**src/ir_mux_pkg.sv**
```systemverilog
package ir_mux_pkg;

    // =========================================================================
    // Pin positions within the four shared low data lines.
    localparam int unsigned PIN_COUNT = 4;
    localparam int unsigned PIN_TX = 0;
    localparam int unsigned PIN_FAST = 1;
    localparam int unsigned PIN_RX = 2;
    localparam int unsigned PIN_SPEED = 3;

    // =========================================================================
    // Reset values and transceiver direction codes.
    localparam logic STRAP_RESET = 1'b0;
    localparam logic [3:0] NIBBLE_RESET = 4'h0;
    localparam logic DIR_TO_SLOT = 1'b1;
    localparam logic DIR_TO_BUS = 1'b0;
    localparam logic IR_IDLE = 1'b1;

    // =========================================================================
    // Pin function currently applied to the shared pins.
    typedef enum logic [1:0] {
        FUNC_SLOT = 2'b00,
        FUNC_GPIO = 2'b01,
        FUNC_IR = 2'b11
    } pin_func_type;

    // Two-signal view of a group of two-way pins.
    typedef struct packed {
        logic [3:0] out;
        logic [3:0] oe;
    } pin_drive_type;

    // Infrared controller side.
    typedef struct packed {
        logic tx;
        logic mode;
        logic speed;
    } ir_ctrl_type;

endpackage : ir_mux_pkg

```
**src/isa_low_data_ir_gpio_mux.sv**
```systemverilog
`timescale 1ns/1ps
// Behaviour
// - strap low: pins are slot data lines
// - strap high: alternate functions, transceiver carries data
// - config bit clear: all pins general I/O
// - config bit set: pins infrared, line 3 unused with first module
// - line 2 is infrared receive input
// - line 0 is infrared transmit output
// - first module: line 1 fast receive input
// - second module: line 1 drives mode output
// - second module: line 3 drives speed control
// - drive transceiver direction when pins taken
module isa_low_data_ir_gpio_mux
    import ir_mux_pkg::*;
(
    // Clock and reset.
    input wire logic clk_sys_in,
    input wire logic nrst_in,
    // Strap and configuration.
    input wire logic strap_tc_in,
    input wire logic ir_enable_in,
    input wire logic ir_module_second_in,
    // Shared pins.
    input wire logic [3:0] pin_in,
    output logic [3:0] pin_out,
    output logic [3:0] pin_oe_out,
    // Internal ISA low-nibble data path.
    input wire logic [3:0] slot_data_in,
    input wire logic slot_data_drive_in,
    output logic [3:0] slot_data_out,
    // General-purpose I/O side.
    input wire logic [3:0] gpio_data_in,
    input wire logic [3:0] gpio_oe_in,
    output logic [3:0] gpio_data_out,
    // Infrared controller side.
    input wire ir_ctrl_type ir_ctrl_in,
    output logic ir_serial_receive_out,
    output logic ir_fast_receive_out,
    // External transceiver steering.
    output logic transceiver_direction_out,
    output logic [1:0] pin_func_out
);

    // =========================================================================
    // Pin synchronisers and strap capture.
    logic [3:0] pin_meta_q, pin_meta_d;
    logic [3:0] pin_sync_q, pin_sync_d;
    logic strap_meta_q, strap_meta_d;
    logic strap_sync_q, strap_sync_d;
    logic strap_q, strap_d;
    logic in_reset_q, in_reset_d;

    always_comb begin
        pin_meta_d = pin_in;
        pin_sync_d = pin_meta_q;
        strap_meta_d = strap_tc_in;
        strap_sync_d = strap_meta_q;
        in_reset_d = 1'b0;
        strap_d = strap_q;
        // The strap is caught on the first edge after release, from the
        // synchronised level, so later strap motion cannot move the pins.
        if (in_reset_q) begin
            strap_d = strap_sync_q;
        end
    end

    always_ff @(posedge clk_sys_in) begin
        // The strap synchroniser runs through reset so its level is settled at
        // release; clearing it in reset would always capture a low strap.
        strap_meta_q <= strap_meta_d;
        strap_sync_q <= strap_sync_d;
        if (!nrst_in) begin
            pin_meta_q <= NIBBLE_RESET;
            pin_sync_q <= NIBBLE_RESET;
            strap_q <= STRAP_RESET;
            in_reset_q <= 1'b1;
        end else begin
            pin_meta_q <= pin_meta_d;
            pin_sync_q <= pin_sync_d;
            strap_q <= strap_d;
            in_reset_q <= in_reset_d;
        end
    end

    // =========================================================================
    // Function selection and pin drive.
    pin_func_type func_q, func_d;
    pin_drive_type drive_q, drive_d;
    logic [3:0] slot_rd_q, slot_rd_d;
    logic [3:0] gpio_rd_q, gpio_rd_d;
    logic rx_q, rx_d;
    logic fast_q, fast_d;
    logic dir_q, dir_d;

    always_comb begin
        func_d = FUNC_SLOT;
        if (strap_q) begin
            func_d = ir_enable_in ? FUNC_IR : FUNC_GPIO;
        end
        drive_d.out = NIBBLE_RESET;
        drive_d.oe = NIBBLE_RESET;
        slot_rd_d = NIBBLE_RESET;
        gpio_rd_d = NIBBLE_RESET;
        rx_d = IR_IDLE;
        fast_d = IR_IDLE;
        dir_d = DIR_TO_SLOT;
        case (func_q)
            FUNC_SLOT: begin
                drive_d.out = slot_data_in;
                drive_d.oe = {PIN_COUNT{slot_data_drive_in}};
                slot_rd_d = pin_sync_q;
            end
            FUNC_GPIO: begin
                drive_d.out = gpio_data_in;
                drive_d.oe = gpio_oe_in;
                gpio_rd_d = pin_sync_q;
            end
            FUNC_IR: begin
                drive_d.out[PIN_TX] = ir_ctrl_in.tx;
                drive_d.oe[PIN_TX] = 1'b1;
                rx_d = pin_sync_q[PIN_RX];
                if (ir_module_second_in) begin
                    drive_d.out[PIN_FAST] = ir_ctrl_in.mode;
                    drive_d.oe[PIN_FAST] = 1'b1;
                    drive_d.out[PIN_SPEED] = ir_ctrl_in.speed;
                    drive_d.oe[PIN_SPEED] = 1'b1;
                end else begin
                    fast_d = pin_sync_q[PIN_FAST];
                end
            end
            default: begin
                drive_d.out = NIBBLE_RESET;
            end
        endcase
        // With the pins taken, slot data goes through the transceiver; it
        // points at the slot when the core drives, toward the bus otherwise.
        if (func_q != FUNC_SLOT) begin
            dir_d = slot_data_drive_in ? DIR_TO_SLOT : DIR_TO_BUS;
            slot_rd_d = NIBBLE_RESET;
        end
    end

    always_ff @(posedge clk_sys_in) begin
        if (!nrst_in) begin
            func_q <= FUNC_SLOT;
            drive_q <= '0;
            slot_rd_q <= NIBBLE_RESET;
            gpio_rd_q <= NIBBLE_RESET;
            rx_q <= IR_IDLE;
            fast_q <= IR_IDLE;
            dir_q <= DIR_TO_SLOT;
        end else begin
            func_q <= func_d;
            drive_q <= drive_d;
            slot_rd_q <= slot_rd_d;
            gpio_rd_q <= gpio_rd_d;
            rx_q <= rx_d;
            fast_q <= fast_d;
            dir_q <= dir_d;
        end
    end

    assign pin_out = drive_q.out;
    assign pin_oe_out = drive_q.oe;
    assign slot_data_out = slot_rd_q;
    assign gpio_data_out = gpio_rd_q;
    assign ir_serial_receive_out = rx_q;
    assign ir_fast_receive_out = fast_q;
    assign transceiver_direction_out = dir_q;
    assign pin_func_out = func_q;

    // =========================================================================
    // Checks.
    strap_low_slot_a: assert property (@(posedge clk_sys_in) disable iff (!nrst_in)
        ##1 (!strap_q && $stable(strap_q)) |=> func_q == FUNC_SLOT)
        else $error("strap low but pins not slot data");
    gpio_mode_a: assert property (@(posedge clk_sys_in) disable iff (!nrst_in)
        (strap_q && !ir_enable_in) |=> func_q == FUNC_GPIO)
        else $error("gpio mode not selected");
    ir_mode_a: assert property (@(posedge clk_sys_in) disable iff (!nrst_in)
        (strap_q && ir_enable_in) |=> func_q == FUNC_IR)
        else $error("infrared mode not selected");
    ir_rx_path_a: assert property (@(posedge clk_sys_in) disable iff (!nrst_in)
        (func_q == FUNC_IR) |=> rx_q == $past(pin_sync_q[PIN_RX]) && !drive_q.oe[PIN_RX])
        else $error("receive pin not routed");
    ir_tx_path_a: assert property (@(posedge clk_sys_in) disable iff (!nrst_in)
        (func_q == FUNC_IR) |=> drive_q.oe[PIN_TX] && drive_q.out[PIN_TX] == $past(ir_ctrl_in.tx))
        else $error("transmit pin not driven");
    fast_rx_path_a: assert property (@(posedge clk_sys_in) disable iff (!nrst_in)
        (func_q == FUNC_IR && !ir_module_second_in) |=>
        !drive_q.oe[PIN_FAST] && fast_q == $past(pin_sync_q[PIN_FAST]))
        else $error("fast receive pin driven");
    mode_out_a: assert property (@(posedge clk_sys_in) disable iff (!nrst_in)
        (func_q == FUNC_IR && ir_module_second_in) |=>
        drive_q.oe[PIN_FAST] && drive_q.out[PIN_FAST] == $past(ir_ctrl_in.mode))
        else $error("mode pin not driven");
    speed_out_a: assert property (@(posedge clk_sys_in) disable iff (!nrst_in)
        (func_q == FUNC_IR && ir_module_second_in) |=>
        drive_q.oe[PIN_SPEED] && drive_q.out[PIN_SPEED] == $past(ir_ctrl_in.speed))
        else $error("speed pin not driven");
    xcvr_dir_a: assert property (@(posedge clk_sys_in) disable iff (!nrst_in)
        (func_q != FUNC_SLOT && !slot_data_drive_in) |=> dir_q == DIR_TO_BUS)
        else $error("transceiver direction wrong");
    strap_hold_a: assert property (@(posedge clk_sys_in) disable iff (!nrst_in)
        !in_reset_q |=> $stable(strap_q))
        else $error("strap changed outside reset");
    strap_capture_a: assert property (@(posedge clk_sys_in) disable iff (!nrst_in)
        in_reset_q |=> strap_q == $past(strap_sync_q))
        else $error("strap not captured at reset release");
    slot_drive_a: assert property (@(posedge clk_sys_in) disable iff (!nrst_in)
        (func_q == FUNC_SLOT) |=> dir_q == DIR_TO_SLOT && drive_q.out == $past(slot_data_in))
        else $error("slot data not driven");
    slot_read_a: assert property (@(posedge clk_sys_in) disable iff (!nrst_in)
        (func_q == FUNC_SLOT) |=> slot_rd_q == $past(pin_sync_q))
        else $error("slot data not read");
    alt_slot_quiet_a: assert property (@(posedge clk_sys_in) disable iff (!nrst_in)
        (func_q != FUNC_SLOT) |=> slot_rd_q == NIBBLE_RESET)
        else $error("slot read active while pins taken");
    gpio_pins_a: assert property (@(posedge clk_sys_in) disable iff (!nrst_in)
        (func_q == FUNC_GPIO) |=> drive_q.oe == $past(gpio_oe_in) && gpio_rd_q == $past(pin_sync_q))
        else $error("gpio pins not routed");
    ir_gpio_quiet_a: assert property (@(posedge clk_sys_in) disable iff (!nrst_in)
        (func_q == FUNC_IR) |=> gpio_rd_q == NIBBLE_RESET)
        else $error("gpio read active in infrared mode");
    rx_idle_a: assert property (@(posedge clk_sys_in) disable iff (!nrst_in)
        (func_q != FUNC_IR) |=> rx_q == IR_IDLE && fast_q == IR_IDLE)
        else $error("infrared receive not idle");
    xcvr_drive_a: assert property (@(posedge clk_sys_in) disable iff (!nrst_in)
        (func_q != FUNC_SLOT && slot_data_drive_in) |=> dir_q == DIR_TO_SLOT)
        else $error("transceiver not pointed at slot");

endmodule : isa_low_data_ir_gpio_mux

```
**config.mk**
```make
export PLATFORM = sky130hd
export DESIGN_NAME = isa_low_data_ir_gpio_mux
export DESIGN_NICKNAME = d
export VERILOG_FILES = /design/src/ir_mux_pkg.sv /design/src/isa_low_data_ir_gpio_mux.sv
export SDC_FILE = /design/constraint.sdc
export NUM_CORES = 1
export LEC_CHECK = 0
export ABC_AREA = 1
export CORE_MARGIN = 4
export CORE_UTILIZATION = 67
export CTS_BUF_LIST = sky130_fd_sc_hd__clkbuf_4
export DETAILED_ROUTE_END_ITERATION = 10
export DONT_BUFFER_PORTS = 1
export MAX_ROUTING_LAYER = met4
export PLACE_DENSITY = 0.94
export RECOVER_POWER = 100
export SLEW_MARGIN = 20
export SYNTH_ARGS = -nofsm -noshare
export SYNTH_HDL_FRONTEND = slang
export SYNTH_SLANG_ARGS = --single-unit
```
**constraint.sdc**
```tcl
create_clock -name clk_sys_in -period 2.37 [get_ports clk_sys_in]
set_clock_uncertainty 0.1 [all_clocks]
set_input_delay 0.1185 -clock clk_sys_in [delete_from_list [all_inputs] [get_ports clk_sys_in]]
set_output_delay 0.1185 -clock clk_sys_in [all_outputs]
set_load 0.005 [all_outputs]
```
[Word level (Yosys, flattened, before mapping)]
Index checks and enable logic that the tools add are counted.
Cells by class
  equal/unequal tests: 2
  muxes and demuxes: 12
  bitwise operators: 3
  reduce and logical (&&, ||, !) cells: 8
Operators by type and width (count)
  one-hot mux 2 bit (3 select lines): 2
  AND reduction 2 bit: 4
  one-hot mux 1 bit (3 select lines): 2
  OR reduction 3 bit: 2
  two-way mux 1 bit: 5
  one-hot mux 1 bit (2 select lines): 2
  NOT 1 bit: 3
  equality test 2 x 1 -> 1 bit (second input constant): 1
  equality test 2 bit (second input constant): 1
  logical NOT 2 bit: 1
  two-way mux 2 bit: 1
  nonzero test 2 bit: 1
Word-level totals
  register bits after elaboration: 33
  output and inout bits: 21
  word-level logic and storage cells: 39

[Depth between registers and ports, before layout]
  depth after elaboration: 3
  depth in mapped cells: 5

[Worst setup path after synthesis]
OpenSTA, ideal clock, no wires.
  path kind: reg2reg
  start: reg func_q[1], in the netlist pin_func_out[1]
  end: reg dir_q, in the netlist transceiver_direction_out
  library setup time: 0.127 ns
  arrival time: 0.824 ns
  path slack: 1.319 ns
  stages on the path, launching flop included: 3
  buffers on the path: 0
  period minus slack after synthesis: 1.051 ns
  cell sequence: dfxtp_1 nor2_2 or3_1
On the way
  cells in the longest elaborated chain, start to end: 2
Ends and longest elaborated chain
  start: declaration: line isa_low_data_ir_gpio_mux.sv:87  | pin_func_type func_q, func_d;
  start signal: assignment: line isa_low_data_ir_gpio_mux.sv:153  | func_q <= func_d;
  nonzero test 2 bit: line isa_low_data_ir_gpio_mux.sv:137  | if (func_q != FUNC_SLOT) begin
  AND reduction 2 bit (no line)
  end signal: assignment: line isa_low_data_ir_gpio_mux.sv:159  | dir_q <= dir_d;
  end: declaration: line isa_low_data_ir_gpio_mux.sv:93  | logic dir_q, dir_d;
No other way between the ends.
A chain may end at the register's enable or synchronous reset.

[Final worst setup path]
  start: reg func_q[0], in the netlist pin_func_out[0]
  end: reg drive_q, in the netlist pin_out[1]
On the way
  cells in the longest elaborated chain, start to end: 2
  elaborated cells on any way between the ends: 4
  those cells by class: eq/ne: 2; mux: 1; reduce/logical: 1
Ends and longest elaborated chain
  equality test 2 bit (tied with other cells): line isa_low_data_ir_gpio_mux.sv:107  | case (func_q)
  one-hot mux 2 bit (3 select lines) *: line isa_low_data_ir_gpio_mux.sv:107
  end signal: assignment: line isa_low_data_ir_gpio_mux.sv:154  | drive_q <= drive_d;
  end: declaration: line isa_low_data_ir_gpio_mux.sv:88  | pin_drive_type drive_q, drive_d;
Mark *: on every way between the ends. The rest lies on a longest branch, timed or not.

==> results.cfg <==
[placement]
place_inst = 131
place.detailed.hpwl_um = 1320
placement.io_buffers = 0
placed_cell_area_um2 = 1030
finalWeightedCongestion = 0.822

[sta]
grt_setup_unrepaired = no
worstMarginPinSlew_ns = 0.628
fmax_mhz = 442
shortest_clock_period_the_worst_path_allows_after_layout_ns = 2.26
finalSetupViolations = 0
final_min_period_over_clock_period = 0.955
timing.final.hold_violations = 0
number_of_slew_limit_violations_in_the_final_report = 0
timing.max_slew.rel_slack = 0.580
final.setup.tns_ns = 0

[job]
max-cap-violations = 0

[finish]
final_layout_size_suffix_gt1_frac = 0.0884
n_fill_cell = 31
final_cells = 162
finish.instance_area_um2 = 1310
num_antenna_cells = 0
area.growth.synth_to_final_pct = 27.3
finish.net_count = 171

[cts]
cts_tree = built
clkLatencyLatePin_ns = 0.34
cts-root-to-sink-buffers = 2
total_number_of_h_tree_levels = 2
buffer_count_from_post_cts_setup_fixing = 0
cts-root-buf = clkbuf_4
cts-buffers-inserted = 5
clock_net_sink_count = 33
clk_transition_reported_paths_ns = 0.10

[synthesis]
syn-instance-count = 119
ys.warnings.count = 0
ys_seq_elements = 33
syn-num-nets = 144
yosysUniqueCellTypes = 13
post_synthesis_sequential_area_ratio = 0.641
synthesis.area_um2 = 1030
syn_avg_cell_area_um2 = 8.66

[min_path]
worstHoldPathType = in -> reg
timing.hold.worst_path_depth = 1
hold_end = strap_meta_q
min-delay-start = strap_tc_in

[critical_path]
r2r-start = pin_func_out[0]
cp_cell_sequence = nor2_4 -> nand2_1 -> nand2_1 -> dlygate4sd3_1 -> nor2_1 -> dlygate4sd3_1 -> nor2_1
worstRegToRegCells = 7
reg2reg_to = pin_out[1]
cp_data_arrival_time_ns = 2.40
timing.setup.critical_path_class = reg -> reg
cp_num_buf_inv = 2
critPathLaunchType = flop
crit_path_max_fanout = 13
timing.critical_path.slowest_cell_delay_ns = 0.58
ff2ff_setup_slack_ns = 0.11
cell_with_the_largest_stage_delay_on_the_worst_path = dlygate4sd3_1
worst-endpoint-required_ns = 2.51
critical-path-top-delay-family = buffers and inverters
setup.worst_path.end_class = flop

[global_routing]
grt_overflow = 0
grt_pass1_vias = 963
groute.layer.met3.usage = 0.126
grt_start_max_net_pins = 18
grt_util_met1 = 0.315
grt_pass1_wl_um = 4890
antenna_found_initial = 0
track_usage = 0.363
grt_most_used_layer = met2
grt_util_met2 = 0.626

[routing]
drt_pre_antenna_iters = 4
detailed_route_drc_error_count = 0
ant_nets = 0
route.final.wire_length_um = 3950
detailedRoute.firstIterationViolations = 53
routedWlPerCell_um = 24.4
vias = 1036
viasPerCell = 6.40

[power_and_ir_drop]
max_ir_drop_vdd_uv = 503
leakage_power_total_nw = 0.643
power.density_cell_area_nw_per_um2 = 773

[floorplan]
coreArea_um2 = 1370
initial_utilization = 0.755
row_count = 13
dieArea_um2 = 2230
ioPinCount = 46
die_width_um = 47.2
die_y_um = 47.2

[status]
run_status = complete, no violations
layer usage:
layer	vias up	wire (um)
li1	412	-
met5	-	0
met3	36	403
met2	105	1950
met4	0	304
met1	483	1290
worst reg2reg max path: stages (launching register included):
cell and delay [ns]:
dfxtp_2 0.50, nor2_4 0.10, nand2_1 0.08, nand2_1 0.05, dlygate4sd3_1 0.58, nor2_1 0.15
dlygate4sd3_1 0.57, nor2_1 0.04
synthesized netlist by cell type:
cell type  count  area (um2)
inv_2          2        7.51
a21oi_1        3        15.0
dfxtp_1       33         661
nand3_1       12        60.1
nand2_1       23        86.3
inv_1         19        71.3
o21ai_0        3        15.0
nand3_2        1        10.0
or3_1          1        6.26
nor2_1        17        63.8
nand2_2        1        6.26
nor2_2         1        6.26
buf_4          3        22.5
cells in the final DEF (no fill, tap or decap):
cell	count
nor2_4	1
dfxtp_1	31
dfxtp_2	2
or3_1	1
a21oi_1	3
nor2_1	17
clkinv_2	2
clkbuf_4	6
nand2_1	24
nand3_1	13
inv_2	2
dlygate4sd3_1	23
inv_1	19
o21ai_0	3
where the power goes:
part | internal [mW] | switching (mW)
Combinational | 0.0443 | 0.0522
Sequential | 0.579 | 0.0161
Clock | 0.124 | 0.199
kinds of logic (layout without fill, tap and decap cells):
logic type / after synthesis / in the layout / share of synthesized area
AO/OA/AOI/OAI: 6 / 6 / 0.0291
buffers and inverters: 24 / 52 / 0.0983
flip-flops: 33 / 33 / 0.641
AND/OR/NAND/NOR: 56 / 56 / 0.232
stage by stage:
stage          hold slack [ns]  power (mW)  setup slack, ns  utilization
6_report                 0.225        1.01            0.106        0.961
5_1_grt                  0.243        1.04          0.00609        0.961
4_1_cts                  0.233       0.969           0.0988        0.961
3_5_place_dp            0.0463       0.642             1.09        0.752
3_3_place_gp            0.0463       0.639             1.14        0.752
2_1_floorplan           0.0462       0.638             1.32            -
worst max-delay path by stage:
stage | start | to | slack, ns | depth (start not counted)
floorplan | pin_func_out[1] | transceiver_direction_out | 1.32 | 2
global placement | pin_func_out[0] | transceiver_direction_out | 1.14 | 2
detailed placement | pin_func_out[0] | transceiver_direction_out | 1.09 | 2
CTS | pin_func_out[0] | pin_out[3] | 0.1 | 7
global route | pin_func_out[1] | pin_out[1] | 0.006 | 7
finish | pin_func_out[0] | pin_out[1] | 0.11 | 7
cell type report:
type / instances / area, um2 / share of cell area
Tap cell: 15 / 18.8 / 0.0143
Clock buffer: 6 / 45.0 / 0.0343
Clock inverter: 2 / 10.0 / 0.00763
Inverter: 21 / 78.8 / 0.0601
Multi-Input combinational cell: 62 / 267 / 0.203
Timing Repair Buffer: 23 / 230 / 0.175
Sequential cell: 33 / 663 / 0.505
state kept, by name, indices dropped and copies added, names as in the netlist:
register / flops
pin_out: 4
strap_sync_q: 1
strap_meta_q: 1
strap_q: 1
gpio_data_out: 4
pin_meta_q: 4
slot_data_out: 4
ir_fast_receive_out: 1
pin_func_out: 2
pin_oe_out: 4
in_reset_q: 1
ir_serial_receive_out: 1
pin_sync_q: 4
transceiver_direction_out: 1
what timing repair did:
action / CTS / global route
hold endpoints to repair: 32 / 0
endpoints found under the setup margin: 0 / 2
resized for setup: 0 / 3
hold buffers: 23 / 0
Note: power is estimated with default switching activity, not from simulation.
